[src/common/tsaa_consts.svh]
// constants of the timestamp aux/adjust block: offsets, resets, timing
`ifndef TSAA_CONSTS_SVH
`define TSAA_CONSTS_SVH
// ==================== register addresses ====================
`define TSAA_ADDR_COUNTER   32'h0000_0010
`define TSAA_ADDR_ADJUST    32'h0000_003B
`define TSAA_ADDR_AUX       32'h0000_0100
// ==================== reset values ====================
`define TSAA_COUNTER_RESET  64'h0000_0000_0000_0000
`define TSAA_ADJUST_RESET   64'h0000_0000_0000_0000
`define TSAA_AUX_RESET      32'h0000_0000
// ==================== feature query leaves and bits ====================
`define TSAA_LEAF_STRUCT    32'h0000_0007
`define TSAA_LEAF_RATIO     32'h0000_0015
`define TSAA_LEAF_EXT_FEAT  32'h8000_0001
`define TSAA_LEAF_EXT_POWER 32'h8000_0007
`define TSAA_SUBLEAF_ZERO   32'h0000_0000
`define TSAA_BIT_ADJUST     1
`define TSAA_BIT_COMBINED   27
`define TSAA_BIT_INVARIANT  8
// ==================== timing ====================
`define TSAA_CLK_PERIOD_PS  5000
`define TSAA_XTAL_PERIOD_PS 40000
`define TSAA_XTAL_DIV \
   ((`TSAA_XTAL_PERIOD_PS + `TSAA_CLK_PERIOD_PS - 1) / `TSAA_CLK_PERIOD_PS)
`define TSAA_RATIO_NUM      2
`define TSAA_RATIO_DEN      1
`endif

[src/common/tsaa_pkg.sv]
// types shared by the timestamp aux/adjust block
package tsaa_pkg;
`include "tsaa_consts.svh"
   // privilege level of the requesting software
   typedef enum logic [1:0] {
      TSAA_RING0 = 2'b00,
      TSAA_RING1 = 2'b01,
      TSAA_RING2 = 2'b10,
      TSAA_RING3 = 2'b11
   } tsaa_priv_t;
   // decoded register target
   typedef enum logic [1:0] {
      TSAA_SEL_NONE    = 2'b00,
      TSAA_SEL_COUNTER = 2'b01,
      TSAA_SEL_ADJUST  = 2'b10,
      TSAA_SEL_AUX     = 2'b11
   } tsaa_sel_t;
   // state of the base timer and scaler
   typedef struct packed {
      logic [15:0] divCnt;
      logic [63:0] always_running_base_timer;
      logic [33:0] frac;
      logic [63:0] base;
   } tsaa_timer_st_t;
   // state of the feature query responder
   typedef struct packed {
      logic        ack;
      logic [31:0] eax;
      logic [31:0] ebx;
      logic [31:0] ecx;
      logic [31:0] edx;
   } tsaa_query_st_t;
   // state of the top block
   typedef struct packed {
      logic [63:0] kOff;
      logic [63:0] adj;
      logic [31:0] aux;
      logic        regAck;
      logic        regFault;
      logic [63:0] regRdData;
      logic        stAck;
      logic        stFault;
      logic [31:0] stLo;
      logic [31:0] stHi;
      logic [31:0] stSig;
   } tsaa_top_st_t;
endpackage

[src/common/tsaa_time_if.sv]
// carrier between the base timer and the register logic
`timescale 1ns/1ps
interface tsaa_time_if;
   logic [63:0] artValue;   // always-running base timer count
   logic [63:0] baseCount;  // scaled count, timestamp without offset
   logic        artClear;   // clears base timer, scaler and offset
   modport src (output artValue, output baseCount, input artClear);
   modport snk (input artValue, input baseCount, output artClear);
endinterface

[src/verilog/tsaa_base_timer.sv]
// always-running base timer with ratio scaler
`timescale 1ns/1ps
`include "tsaa_consts.svh"
module tsaa_base_timer #(
   parameter int unsigned XTAL_DIV  = `TSAA_XTAL_DIV,
   parameter int unsigned RATIO_NUM = `TSAA_RATIO_NUM,
   parameter int unsigned RATIO_DEN = `TSAA_RATIO_DEN,
   parameter bit          INVARIANT = 1'b1
) (
   input wire logic   clk,
   input wire logic   rst,
   tsaa_time_if.src   tm
);
   import tsaa_pkg::*;
   localparam logic [15:0] DIV_LAST = 16'(XTAL_DIV - 1);
   localparam logic [33:0] NUM34    = 34'(RATIO_NUM);
   localparam logic [33:0] DEN34    = 34'(RATIO_DEN);
   localparam bit          SCALED   = INVARIANT && (RATIO_NUM != 0);
   tsaa_timer_st_t s_q, s_d;
   logic tick, drain;
   // ==================== next state ====================
   always_comb begin
      s_d   = s_q;
      tick  = (s_q.divCnt == DIV_LAST);   // crystal rate enable
      drain = SCALED && (s_q.frac >= DEN34);
      s_d.divCnt = tick ? 16'h0000 : s_q.divCnt + 16'h0001;
      if (tick) begin
         s_d.always_running_base_timer = s_q.always_running_base_timer + 64'h0000_0000_0000_0001;
      end
      // remainder carries fraction so base*den + frac = art*num
      s_d.frac = s_q.frac + (tick && SCALED ? NUM34 : 34'h0_0000_0000)
                 - (drain ? DEN34 : 34'h0_0000_0000);
      // no stall input exists: rate never follows power state
      if (SCALED) begin
         s_d.base = s_q.base + {63'h0, drain};
      end else begin
         s_d.base = s_q.base + 64'h0000_0000_0000_0001;
      end
      if (tm.artClear) begin
         s_d = '0;
      end
   end
   // ==================== registers ====================
   always_ff @(posedge clk or posedge rst) begin
      if (rst) begin
         s_q <= '0;
      end else begin
         s_q <= s_d;
      end
   end
   assign tm.artValue  = s_q.always_running_base_timer;
   assign tm.baseCount = s_q.base;
endmodule

[src/verilog/tsaa_feature_query.sv]
// feature query responder for the timestamp facility
`timescale 1ns/1ps
`include "tsaa_consts.svh"
module tsaa_feature_query #(
   parameter int unsigned RATIO_NUM = `TSAA_RATIO_NUM,
   parameter int unsigned RATIO_DEN = `TSAA_RATIO_DEN,
   parameter bit          INVARIANT = 1'b1
) (
   input  wire logic        clk,
   input  wire logic        rst,
   input  wire logic        qReq,
   input  wire logic [31:0] qLeaf,
   input  wire logic [31:0] qSub,
   output logic             qAck,
   output logic [31:0]      qEax,
   output logic [31:0]      qEbx,
   output logic [31:0]      qEcx,
   output logic [31:0]      qEdx
);
   import tsaa_pkg::*;
   tsaa_query_st_t s_q, s_d;
   // ==================== answer decode ====================
   always_comb begin
      s_d     = '0;       // unknown leaves answer all zero
      s_d.ack = qReq;
      if (qReq) begin
         case (qLeaf)
            `TSAA_LEAF_STRUCT: begin
               if (qSub == `TSAA_SUBLEAF_ZERO) begin
                  s_d.ebx[`TSAA_BIT_ADJUST] = 1'b1;
               end
            end
            `TSAA_LEAF_RATIO: begin
               s_d.eax = 32'(RATIO_DEN);
               s_d.ebx = 32'(RATIO_NUM);
            end
            `TSAA_LEAF_EXT_FEAT: begin
               s_d.edx[`TSAA_BIT_COMBINED] = 1'b1;
            end
            `TSAA_LEAF_EXT_POWER: begin
               s_d.edx[`TSAA_BIT_INVARIANT] = INVARIANT;
            end
            default: begin
               s_d.eax = 32'h0000_0000;
            end
         endcase
      end
   end
   // ==================== registers ====================
   always_ff @(posedge clk or posedge rst) begin
      if (rst) begin
         s_q <= '0;
      end else begin
         s_q <= s_d;
      end
   end
   assign qAck = s_q.ack;
   assign qEax = s_q.eax;
   assign qEbx = s_q.ebx;
   assign qEcx = s_q.ecx;
   assign qEdx = s_q.edx;
endmodule

[src/verilog/tsaa_top.sv]
// timestamp counter, adjustment, signature and combined read
`timescale 1ns/1ps
`include "tsaa_consts.svh"

// Function
// - 32-bit signature register, privileged write only
// - combined read returns stamp halves plus signature
// - stamp and signature captured in one cycle
// - read-disable bit refuses unprivileged stamp reads
// - combined read support flagged in extended leaf
// - counter write touches this processor only
// - 64-bit adjustment register per logical processor
// - adjustment register clears on processor reset
// - counter write delta also added to adjustment
// - adjustment write delta also added to counter
// - adjustment changes only on those two writes
// - adjustment support flagged in structured leaf
// - stamp derived from crystal-rate base timer
// - stamp equals base times ratio plus offset
// - offset changed only by privileged writes and base timer reset
// - base timer reset clears stamp and offset
// - 64-bit counter, zero after processor reset
// - stamp advances at constant rate always
module tsaa_top #(
   parameter int unsigned XTAL_DIV  = `TSAA_XTAL_DIV,
   parameter int unsigned RATIO_NUM = `TSAA_RATIO_NUM,
   parameter int unsigned RATIO_DEN = `TSAA_RATIO_DEN,
   parameter bit          INVARIANT = 1'b1
) (
   input  wire logic               clk,
   input  wire logic               rst,
   // base timer reset request, same clock domain
   input  wire logic               artRstReq,
   // read-disable control and current privilege
   input  wire logic               userReadDisable,
   input  wire tsaa_pkg::tsaa_priv_t privLevel,
   // model register read and write port
   input  wire logic               regReq,
   input  wire logic               regWrite,
   input  wire logic [31:0]        regAddr,
   input  wire logic [63:0]        regWrData,
   output logic                    regAck,
   output logic                    regFault,
   output logic [63:0]             regRdData,
   // plain and combined stamp read port
   input  wire logic               stampReq,
   input  wire logic               stampCombined,
   output logic                    stampAck,
   output logic                    stampFault,
   output logic [31:0]             stampLo,
   output logic [31:0]             stampHi,
   output logic [31:0]             stampSig,
   // feature query port
   input  wire logic               qReq,
   input  wire logic [31:0]        qLeaf,
   input  wire logic [31:0]        qSub,
   output logic                    qAck,
   output logic [31:0]             qEax,
   output logic [31:0]             qEbx,
   output logic [31:0]             qEcx,
   output logic [31:0]             qEdx
);
   import tsaa_pkg::*;

   // ==================== elaboration checks ====================
   // scaler drains one denominator per clock, so the ratio
   // must not outrun the clock between two crystal ticks
   if (XTAL_DIV < 1 || XTAL_DIV > 65536) begin : gBadDiv
      $error("crystal divider out of range");
   end
   if (RATIO_NUM != 0 && RATIO_DEN == 0) begin : gBadDen
      $error("ratio denominator must be nonzero");
   end
   if (RATIO_NUM != 0 &&
       64'(RATIO_NUM) > 64'(RATIO_DEN) * 64'(XTAL_DIV)) begin : gBadRatio
      $error("ratio too high for the clock rate");
   end

   // ==================== state ====================
   tsaa_top_st_t s_q;          // all registered state
   tsaa_top_st_t s_d;          // next value of the state
   tsaa_time_if  tm ();        // base timer carrier

   // ==================== combinational helpers ====================
   logic [63:0] tscNow;        // current timestamp value
   logic [63:0] delta;         // signed change of a write
   logic        isPriv;        // requester at most privileged level
   logic        regTaken;      // register request accepted
   tsaa_sel_t   sel;           // decoded register target

   // base timer and ratio scaler, shared rate for the whole block
   tsaa_base_timer #(
      .XTAL_DIV  (XTAL_DIV),
      .RATIO_NUM (RATIO_NUM),
      .RATIO_DEN (RATIO_DEN),
      .INVARIANT (INVARIANT)
   ) uTimer (
      .clk (clk),
      .rst (rst),
      .tm  (tm.src)
   );

   // feature query answers, registered inside the responder
   tsaa_feature_query #(
      .RATIO_NUM (RATIO_NUM),
      .RATIO_DEN (RATIO_DEN),
      .INVARIANT (INVARIANT)
   ) uQuery (
      .clk   (clk),
      .rst   (rst),
      .qReq  (qReq),
      .qLeaf (qLeaf),
      .qSub  (qSub),
      .qAck  (qAck),
      .qEax  (qEax),
      .qEbx  (qEbx),
      .qEcx  (qEcx),
      .qEdx  (qEdx)
   );

   // base timer reset reaches timer, scaler and offset together
   assign tm.artClear = artRstReq;

   // timestamp is the scaled base plus the offset term
   assign tscNow = tm.baseCount + s_q.kOff;

   // ==================== address decode ====================
   always_comb begin
      case (regAddr)
         `TSAA_ADDR_COUNTER: begin
            sel = TSAA_SEL_COUNTER;
         end
         `TSAA_ADDR_ADJUST: begin
            sel = TSAA_SEL_ADJUST;
         end
         `TSAA_ADDR_AUX: begin
            sel = TSAA_SEL_AUX;
         end
         default: begin
            sel = TSAA_SEL_NONE;   // unmapped: answered with a fault
         end
      endcase
   end

   // model registers are reachable from the top level only
   assign isPriv   = (privLevel == TSAA_RING0);
   assign regTaken = regReq && isPriv && (sel != TSAA_SEL_NONE);

   // ==================== next state ====================
   always_comb begin
      s_d   = s_q;
      delta = 64'h0000_0000_0000_0000;

      // answer strobes last one cycle
      s_d.regAck   = 1'b0;
      s_d.regFault = 1'b0;
      s_d.stAck    = 1'b0;
      s_d.stFault  = 1'b0;

      // ---------- stamp read port ----------
      if (stampReq) begin
         s_d.stAck = 1'b1;
         if (userReadDisable && !isPriv) begin
            // refused alike for plain and combined form
            s_d.stFault = 1'b1;
            s_d.stLo    = 32'h0000_0000;
            s_d.stHi    = 32'h0000_0000;
            s_d.stSig   = 32'h0000_0000;
         end else begin
            // one edge samples both, nothing can slip between
            s_d.stLo  = tscNow[31:0];
            s_d.stHi  = tscNow[63:32];
            // plain form leaves the signature field at zero
            s_d.stSig = stampCombined ? s_q.aux
                                      : 32'h0000_0000;
         end
      end

      // ---------- model register port ----------
      if (regReq) begin
         s_d.regAck    = 1'b1;
         s_d.regFault  = !regTaken;
         s_d.regRdData = 64'h0000_0000_0000_0000;
      end

      if (regTaken && !regWrite) begin
         // read side: show the live values
         case (sel)
            TSAA_SEL_COUNTER: begin
               s_d.regRdData = tscNow;
            end
            TSAA_SEL_ADJUST: begin
               s_d.regRdData = s_q.adj;
            end
            TSAA_SEL_AUX: begin
               s_d.regRdData = {32'h0000_0000, s_q.aux};
            end
            default: begin
               s_d.regRdData = 64'h0000_0000_0000_0000;
            end
         endcase
      end

      if (regTaken && regWrite) begin
         // write side: only this instance's state is touched
         case (sel)
            TSAA_SEL_COUNTER: begin
               // signed change of the counter moves both offset
               // and adjustment; all sums wrap at 64 bits
               delta     = regWrData - tscNow;
               s_d.kOff  = s_q.kOff + delta;
               s_d.adj   = s_q.adj + delta;
            end
            TSAA_SEL_ADJUST: begin
               // same delta reaches the counter through offset
               delta     = regWrData - s_q.adj;
               s_d.adj   = regWrData;
               s_d.kOff  = s_q.kOff + delta;
            end
            TSAA_SEL_AUX: begin
               s_d.aux = regWrData[31:0];
            end
            default: begin
               s_d.aux = s_q.aux;
            end
         endcase
      end

      // base timer reset wins over a same-cycle offset write;
      // the adjustment register is not cleared and still takes the write
      if (artRstReq) begin
         s_d.kOff = 64'h0000_0000_0000_0000;
      end
   end

   // ==================== registers ====================
   // adjustment is not touched by time passing: only the
   // write branches above assign it
   always_ff @(posedge clk or posedge rst) begin
      if (rst) begin
         s_q           <= '0;
         s_q.kOff      <= `TSAA_COUNTER_RESET;
         s_q.adj       <= `TSAA_ADJUST_RESET;
         s_q.aux       <= `TSAA_AUX_RESET;
      end else begin
         s_q <= s_d;
      end
   end

   // ==================== outputs ====================
   // all driven from the state register
   assign regAck     = s_q.regAck;
   assign regFault   = s_q.regFault;
   assign regRdData  = s_q.regRdData;
   assign stampAck   = s_q.stAck;
   assign stampFault = s_q.stFault;
   assign stampLo    = s_q.stLo;
   assign stampHi    = s_q.stHi;
   assign stampSig   = s_q.stSig;
endmodule
[config.mk]
export PLATFORM = sky130hd
export DESIGN_NAME = tsaa_top
export DESIGN_NICKNAME = d
export VERILOG_FILES = /design/src/common/tsaa_pkg.sv /design/src/common/tsaa_time_if.sv /design/src/verilog/tsaa_base_timer.sv /design/src/verilog/tsaa_feature_query.sv /design/src/verilog/tsaa_top.sv
export VERILOG_INCLUDE_DIRS = /design/src /design/src/common
export SDC_FILE = /design/constraint.sdc
export NUM_CORES = 2
export LEC_CHECK = 0
export BUFFER_PORTS_ARGS = -buffer_cell sky130_fd_sc_hd__buf_4
export CORE_UTILIZATION = 55
export CTS_CLUSTER_SIZE = 16
export DETAILED_ROUTE_END_ITERATION = 8
export PLACE_DENSITY_LB_ADDON = 0.15
export SYNTH_ARGS = -nofsm -noshare
export SYNTH_HDL_FRONTEND = slang
export SYNTH_SLANG_ARGS = --single-unit
[constraint.sdc]
create_clock -name clk -period 15 [get_ports clk]
set_clock_uncertainty 0.1 [all_clocks]
set_input_delay 2.25 -clock clk [delete_from_list [all_inputs] [get_ports clk]]
set_output_delay 2.25 -clock clk [all_outputs]
set_load 0.01 [all_outputs]
Yosys cells after proc, flatten, opt, wreduce, memory -nomap -nowiden
Cells that the tools add are included.

operators by class
  add/subtract/negate cells = 11
  magnitude comparators = 1
  eq/ne operators = 11
  multiplexer cells = 25
  reductions and logical operators = 19

operators by type and width
  operator                                                                              number
  64-bit adder                                                                          4
  64-bit two-way mux                                                                    4
  128-bit case mux with 2 select lines                                                  1
  64-bit case mux with 3 select lines                                                   1
  178-bit two-way mux                                                                   1
  160-bit two-way mux                                                                   1
  64-bit subtractor                                                                     2
  98-bit two-way mux                                                                    1
  96-bit two-way mux                                                                    1
  66-bit two-way mux                                                                    1
  64-bit by 1-bit adder with 64-bit output                                              1
  64-bit by 1-bit adder with 64-bit output, second input constant                       1
  32-bit equality test, second input constant                                           2
  32-bit by 5-bit equality test with 1-bit output, second input constant                2
  32-bit two-way mux                                                                    2
  34-bit adder                                                                          1
  34-bit by 1-bit greater-or-equal comparator with 1-bit output, second input constant  1
  34-bit subtractor                                                                     1
  32-bit by 3-bit equality test with 1-bit output, second input constant                1
  32-bit by 6-bit equality test with 1-bit output, second input constant                1
  32-bit by 9-bit equality test with 1-bit output, second input constant                1
  32-bit zero test                                                                      1
  16-bit by 1-bit adder with 16-bit output, second input constant                       1
  16-bit by 3-bit equality test with 1-bit output, second input constant                1
  13 further kinds                                                                      33

storage, ports and cells
  flip-flop bits (word level) = 569
  bits of input ports = 171
  output and inout port bits = 293
  word-level logic and storage cells = 86

Depth between registers and ports, before layout
  depth in word-level cells = 7
  mapped depth = 44
  depth with buffers taken out = 44

Modules after synthesis
A second synthesis with hierarchy kept.

second synthesis, totals
  cells, all modules = 5478
  area, all modules = 45767.6 µm²

by module, submodules not included
  module              times used  cells an instance  area each (µm²)  seq. area each (µm²)
  tsaa_top            1           4001               32855.3          8107.8
  tsaa_base_timer     1           1314               11643.7          4454.3
  tsaa_feature_query  1           163                1268.7           125.1

Worst setup path before layout
No wires, ideal clock.

  kind = flip-flop to flip-flop
  start = reg uTimer.s_q (netlist bit uTimer.tm.baseCount[2])
  end = reg s_q[323] (netlist name)
  library setup time = 0.126 ns
  arrival time = 8.567 ns
  data required time = 14.774 ns
  slack = 6.207 ns
  stages on the path, launching flop included = 45
  path buffers = 0
  clock period less this slack = 8.793 ns
  cells stage by stage = dfrtp_1 -> ha_1 -> o211ai_1 -> o21ai_2 -> o211ai_2 -> a211oi_1 -> o21ai_0 -> a21boi_0 -> o21ai_0 -> a21boi_0 -> o21bai_1 -> a21boi_0 -> o211ai_1 -> o311ai_0 -> xnor2_1 -> ha_1 -> and4_1 -> and4_1 -> [... 9 more ...] -> a221o_1 -> maj3_1 -> xnor2_1 -> ha_1 -> a21o_1 -> a21o_1 -> a21oi_1 -> o21bai_1 -> a21o_1 -> a21o_1 -> a21oi_1 -> o21a_1 -> o211a_1 -> o31ai_1 -> a221o_1 -> a21oi_1 -> xor2_1 -> a221o_1

on the way
  cells in the longest elaborated chain, start to end = 6

RTL lines
  item                                  line                   text
  start, declared                       tsaa_base_timer.sv:19  tsaa_timer_st_t s_q, s_d;
  start signal, assigned                tsaa_base_timer.sv:46  s_q <= '0;
  start signal, assigned                tsaa_base_timer.sv:48  s_q <= s_d;
  64-bit adder                          tsaa_top.sv:125        assign tscNow = tm.baseCount + s_q.kOff;
  64-bit subtractor                     tsaa_top.sv:210        delta = regWrData - tscNow;
  64-bit adder                          tsaa_top.sv:211        s_d.kOff = s_q.kOff + delta;
  128-bit case mux with 2 select lines  tsaa_top.sv:206        case (sel)
  160-bit two-way mux                   tsaa_top.sv:204        if (regTaken && regWrite) begin
  64-bit two-way mux                    tsaa_top.sv:231        if (artRstReq) begin
  end, declared                         tsaa_top.sv:80         tsaa_top_st_t s_q;

No other way between the ends. The select of a mux whose other input is x is not followed.
A chain may end at the register's enable or synchronous reset.

Worst setup path after layout
  start = reg s_q[261] (netlist name)
  end = reg s_q[323] (netlist name)

on the way
  cells in the longest elaborated chain, start to end = 6
  elaborated cells between the ends (all ways) = 7
  those cells by class = 4 x add/sub; 3 x mux

RTL lines
  item                                      line
  64-bit adder                              tsaa_top.sv:125
  64-bit subtractor                         tsaa_top.sv:210
  64-bit adder                              tsaa_top.sv:211
  128-bit case mux with 2 select lines (*)  tsaa_top.sv:206
  160-bit two-way mux (*)                   tsaa_top.sv:204
  64-bit two-way mux (*)                    tsaa_top.sv:231

Every way passes the cells marked *; elsewhere a longest branch is shown, timed or not. The select of a mux whose other input is x is not followed.

==> impl_metrics.json <==
{
  "boundaryPins": 464,
  "clkTransAtPathRegs_ns": 0.07,
  "ir_worst_vdd_v": 0.000151,
  "tritoncts": "built",
  "filler_cell_count": 6659,
  "postSynth.topFlopCell": "sky130_fd_sc_hd__dfrtp_1",
  "initial_utilization_pct": 56.0,
  "num_rows": 99,
  "netlist_area_sq_um": 41200,
  "power_per_cell_area_nw_per_um2": 90.9,
  "route.detailed.vias_per_inst": 6.03,
  "timing.hold.ws_ns": 0.362,
  "synth_cells": 4963,
  "firstDrtPassIters": 5,
  "drt_iter0_drc": 3469,
  "ys_types": 99,
  "avgRoutedWirePerCell_um": 21.4,
  "gr-total-overflow": 0,
  "drt-total-wl_um": 130000,
  "hold_path_class": "reg2reg",
  "setup-violations-final": 0,
  "worst-endpoint-required_ns": 15.41,
  "numClockSinks": 443,
  "dpl.hpwl_um": 100000,
  "groute.usage.overall_pct": 33.6,
  "die-area_sq_um": 76000,
  "cts-resized-gates": 0,
  "detailed_place.area_sq_um": 43000,
  "max_stage_delay_ns": 0.60,
  "layout-drive-gt1-share_pct": 10.4,
  "flow.area_growth_from_synthesis_pct": 9.14,
  "number_of_hold_repair_buffers_added_at_the_cts_stage": 0,
  "port-buffer-count": 339,
  "slew_violations": 0,
  "cp_slowest_cell": "sky130_fd_sc_hd__o21ai_0",
  "worst-endpoint-arrival_ns": 10.83,
  "clock_tree.htree_level_count": 2,
  "vias": 36700,
  "number_of_antenna_violations_at_the_first_check_in_global_routing": 2,
  "worst-setup-path-type": "reg2reg",
  "final_period_minus_worst_setup_slack_ns": 10.42,
  "yosys_register_bits": 443,
  "cts-root-buf": "sky130_fd_sc_hd__clkbuf_16",
  "timing.critical_path.max_delay_family": "compound AO/OA/AOI/OAI gates",
  "design.core.area_sq_um": 73600,
  "timing.critical_path.to_type": "register",
  "cts_made_buffers": 54,
  "critPathLaunchType": "register",
  "crit_fanout": 6,
  "final_core_utilization_pct": 61.1,
  "final_hold_viol_count": 0,
  "grt_first_pass_wirelength_um": 198000,
  "postCtsSetupBuffers": 0,
  "grt_setup_unrepaired": "no",
  "synth-seq-area-share_pct": 26.9,
  "die_x_um": 276,
  "buf_inv_on_cp": 0,
  "num-nets-final": 5691,
  "tightestPinTransition_ns": 1.33,
  "clk-insertion-delay-late_ns": 0.63,
  "clock.fmax_mhz": 96.0,
  "gpl.final_weighted_congestion": 0.995,
  "synth-async-reset-ratio_pct": 100,
  "drc_violation_count_after_routing": 0,
  "max_cap_violations": 0,
  "vias_in_the_first_global_route": 34200,
  "max_slew_margin_vs_limit_pct": 11.4,
  "chipHeight_um": 276,
  "ant_nets": 0,
  "synth_edf_count": 0,
  "design_area_sq_um": 45000,
  "synth_area_per_cell_sq_um": 8.30,
  "run_status": "complete, no violations",
  "cts_max_path_buffers": 3,
  "grt_max_degree": 139,
  "p_leak_uw": 0.0220,
  "min_period_over_period_pct": 69.5,
  "synthesis.yosys.warnings": 0,
  "final.setup.tns_ns": 0
}
==> registers in the layout, indices dropped and copies added (netlist names), 2 cells and up <==
register,count
s_q,160
regRdData,64
uTimer.tm.baseCount,64
uTimer.s_q,50
stampHi,32
stampLo,32
stampSig,32
uQuery.qEdx,2
==> report_power, final <==
group | switching [uW] | internal [uW] | total, uW
Sequential | 28.4 | 1240 | 1270
Clock | 583 | 912 | 1500
Combinational | 775 | 545 | 1320
==> logic make-up after synthesis <==
kind of cell | share of synthesized area, %
xor+xnor | 8.07
flops | 26.9
simple gates | 14.2
fa+ha+maj | 14.9
other cells | 0.00910
mux | 0.395
buf+inv | 10.3
compound gates | 25.1
==> area by class of cell <==
type	instances	area, sq um	area share (%)
well taps	959	1200	2.67
clock buffers	67	1490	3.32
flip-flops and latches	443	11100	24.7
multi-input cells	3794	26300	58.6
clock inverters	31	498	1.11
repair buffers	367	2770	6.16
inverters	413	1560	3.47
diodes	2	5.00	0.0111
==> synthesized netlist by cell type (9+ instances only) <==
master	n	area share, %
sky130_fd_sc_hd__a211o_1	12	0.26
sky130_fd_sc_hd__a211oi_1	25	0.46
sky130_fd_sc_hd__a21boi_0	14	0.26
sky130_fd_sc_hd__a21o_1	199	3.6
sky130_fd_sc_hd__a21oi_1	410	5.0
sky130_fd_sc_hd__a221o_1	19	0.46
sky130_fd_sc_hd__a22o_1	74	1.6
sky130_fd_sc_hd__a22oi_1	53	0.97
sky130_fd_sc_hd__a31oi_1	32	0.49
sky130_fd_sc_hd__and2_1	20	0.30
sky130_fd_sc_hd__and3_1	44	0.67
sky130_fd_sc_hd__and4_1	19	0.40
sky130_fd_sc_hd__buf_1	9	0.082
sky130_fd_sc_hd__buf_4	284	5.2
sky130_fd_sc_hd__clkbuf_1	139	1.3
sky130_fd_sc_hd__dfrtp_1	443	27
sky130_fd_sc_hd__fa_1	68	3.3
sky130_fd_sc_hd__ha_1	379	12
sky130_fd_sc_hd__inv_1	412	3.8
sky130_fd_sc_hd__mux2i_1	14	0.34
sky130_fd_sc_hd__nand2_1	383	3.5
sky130_fd_sc_hd__nand2b_1	45	0.68
sky130_fd_sc_hd__nand3_1	96	1.2
sky130_fd_sc_hd__nand4_1	51	0.77
sky130_fd_sc_hd__nor2_1	360	3.3
sky130_fd_sc_hd__nor2b_1	49	0.74
sky130_fd_sc_hd__nor3_1	73	0.89
sky130_fd_sc_hd__nor3b_1	9	0.16
sky130_fd_sc_hd__nor4_1	33	0.50
sky130_fd_sc_hd__o211ai_1	30	0.55
sky130_fd_sc_hd__o21a_1	40	0.73
sky130_fd_sc_hd__o21ai_0	382	4.6
sky130_fd_sc_hd__o21ai_1	10	0.12
sky130_fd_sc_hd__o21bai_1	69	1.3
sky130_fd_sc_hd__o221ai_1	11	0.23
sky130_fd_sc_hd__o2bb2ai_1	67	1.4
sky130_fd_sc_hd__o31ai_1	16	0.29
sky130_fd_sc_hd__or2_2	12	0.18
sky130_fd_sc_hd__or3_1	34	0.52
sky130_fd_sc_hd__xnor2_1	220	4.7
sky130_fd_sc_hd__xor2_1	150	3.2
==> metal layers <==
metal / vias up / wire length, um / global-route usage, %
li1: 17400 / - / -
met1: 17600 / 60000 / 49.8
met2: 1556 / 55300 / 50.5
met3: 169 / 11800 / 5.97
met4: 0 / 2710 / 8.03
met5: - / 0 / 0
==> stage by stage <==
| stage | total power, uW | setup WS, ns | std cells |
|---|---|---|---|
| 2_1_floorplan | 2320 | 0.306 | 5086 |
| 3_3_place_gp | 2580 | 5.00 | 5976 |
| 3_5_place_dp | 2590 | 4.83 | 5976 |
| 4_1_cts | 4100 | 4.77 | 6074 |
| 5_1_grt | 4320 | 3.94 | 6074 |
| 6_report | 4090 | 4.58 | 6076 |
==> final timing paths <==
| check | to | slack [ns] | start | cells after the start |
|---|---|---|---|---|
| setup / recovery | s_q[323] | 4.58 | s_q[261] | 44 |
| hold / removal | uTimer.s_q[162] | 0.36 | uTimer.s_q[162] | 1 |
| setup reg to reg | s_q[323] | 4.58 | s_q[261] | 44 |
| hold reg to reg | uTimer.s_q[162] | 0.36 | uTimer.s_q[162] | 1 |
| max in group asynchronous | uTimer.tm.baseCount[6] | 10.86 | rst | 4 |
| min in group asynchronous | stampLo[19] | 1.65 | rst | 2 |
==> cell usage in the layout (no fill, tap or decap), drive strengths merged, types with 67 or more instances in the layout <==
master / count
a21o: 199
fa: 68
a21oi: 418
o21ai: 396
o2bb2ai: 67
a22o: 74
o21bai: 69
dfrtp: 443
nor3: 74
xor2: 150
conb: 124
inv: 416
nand3: 96
nor2: 362
ha: 379
xnor2: 221
nand2: 384
clkbuf: 67
buf: 367
(Power assumes the default switching activity.)
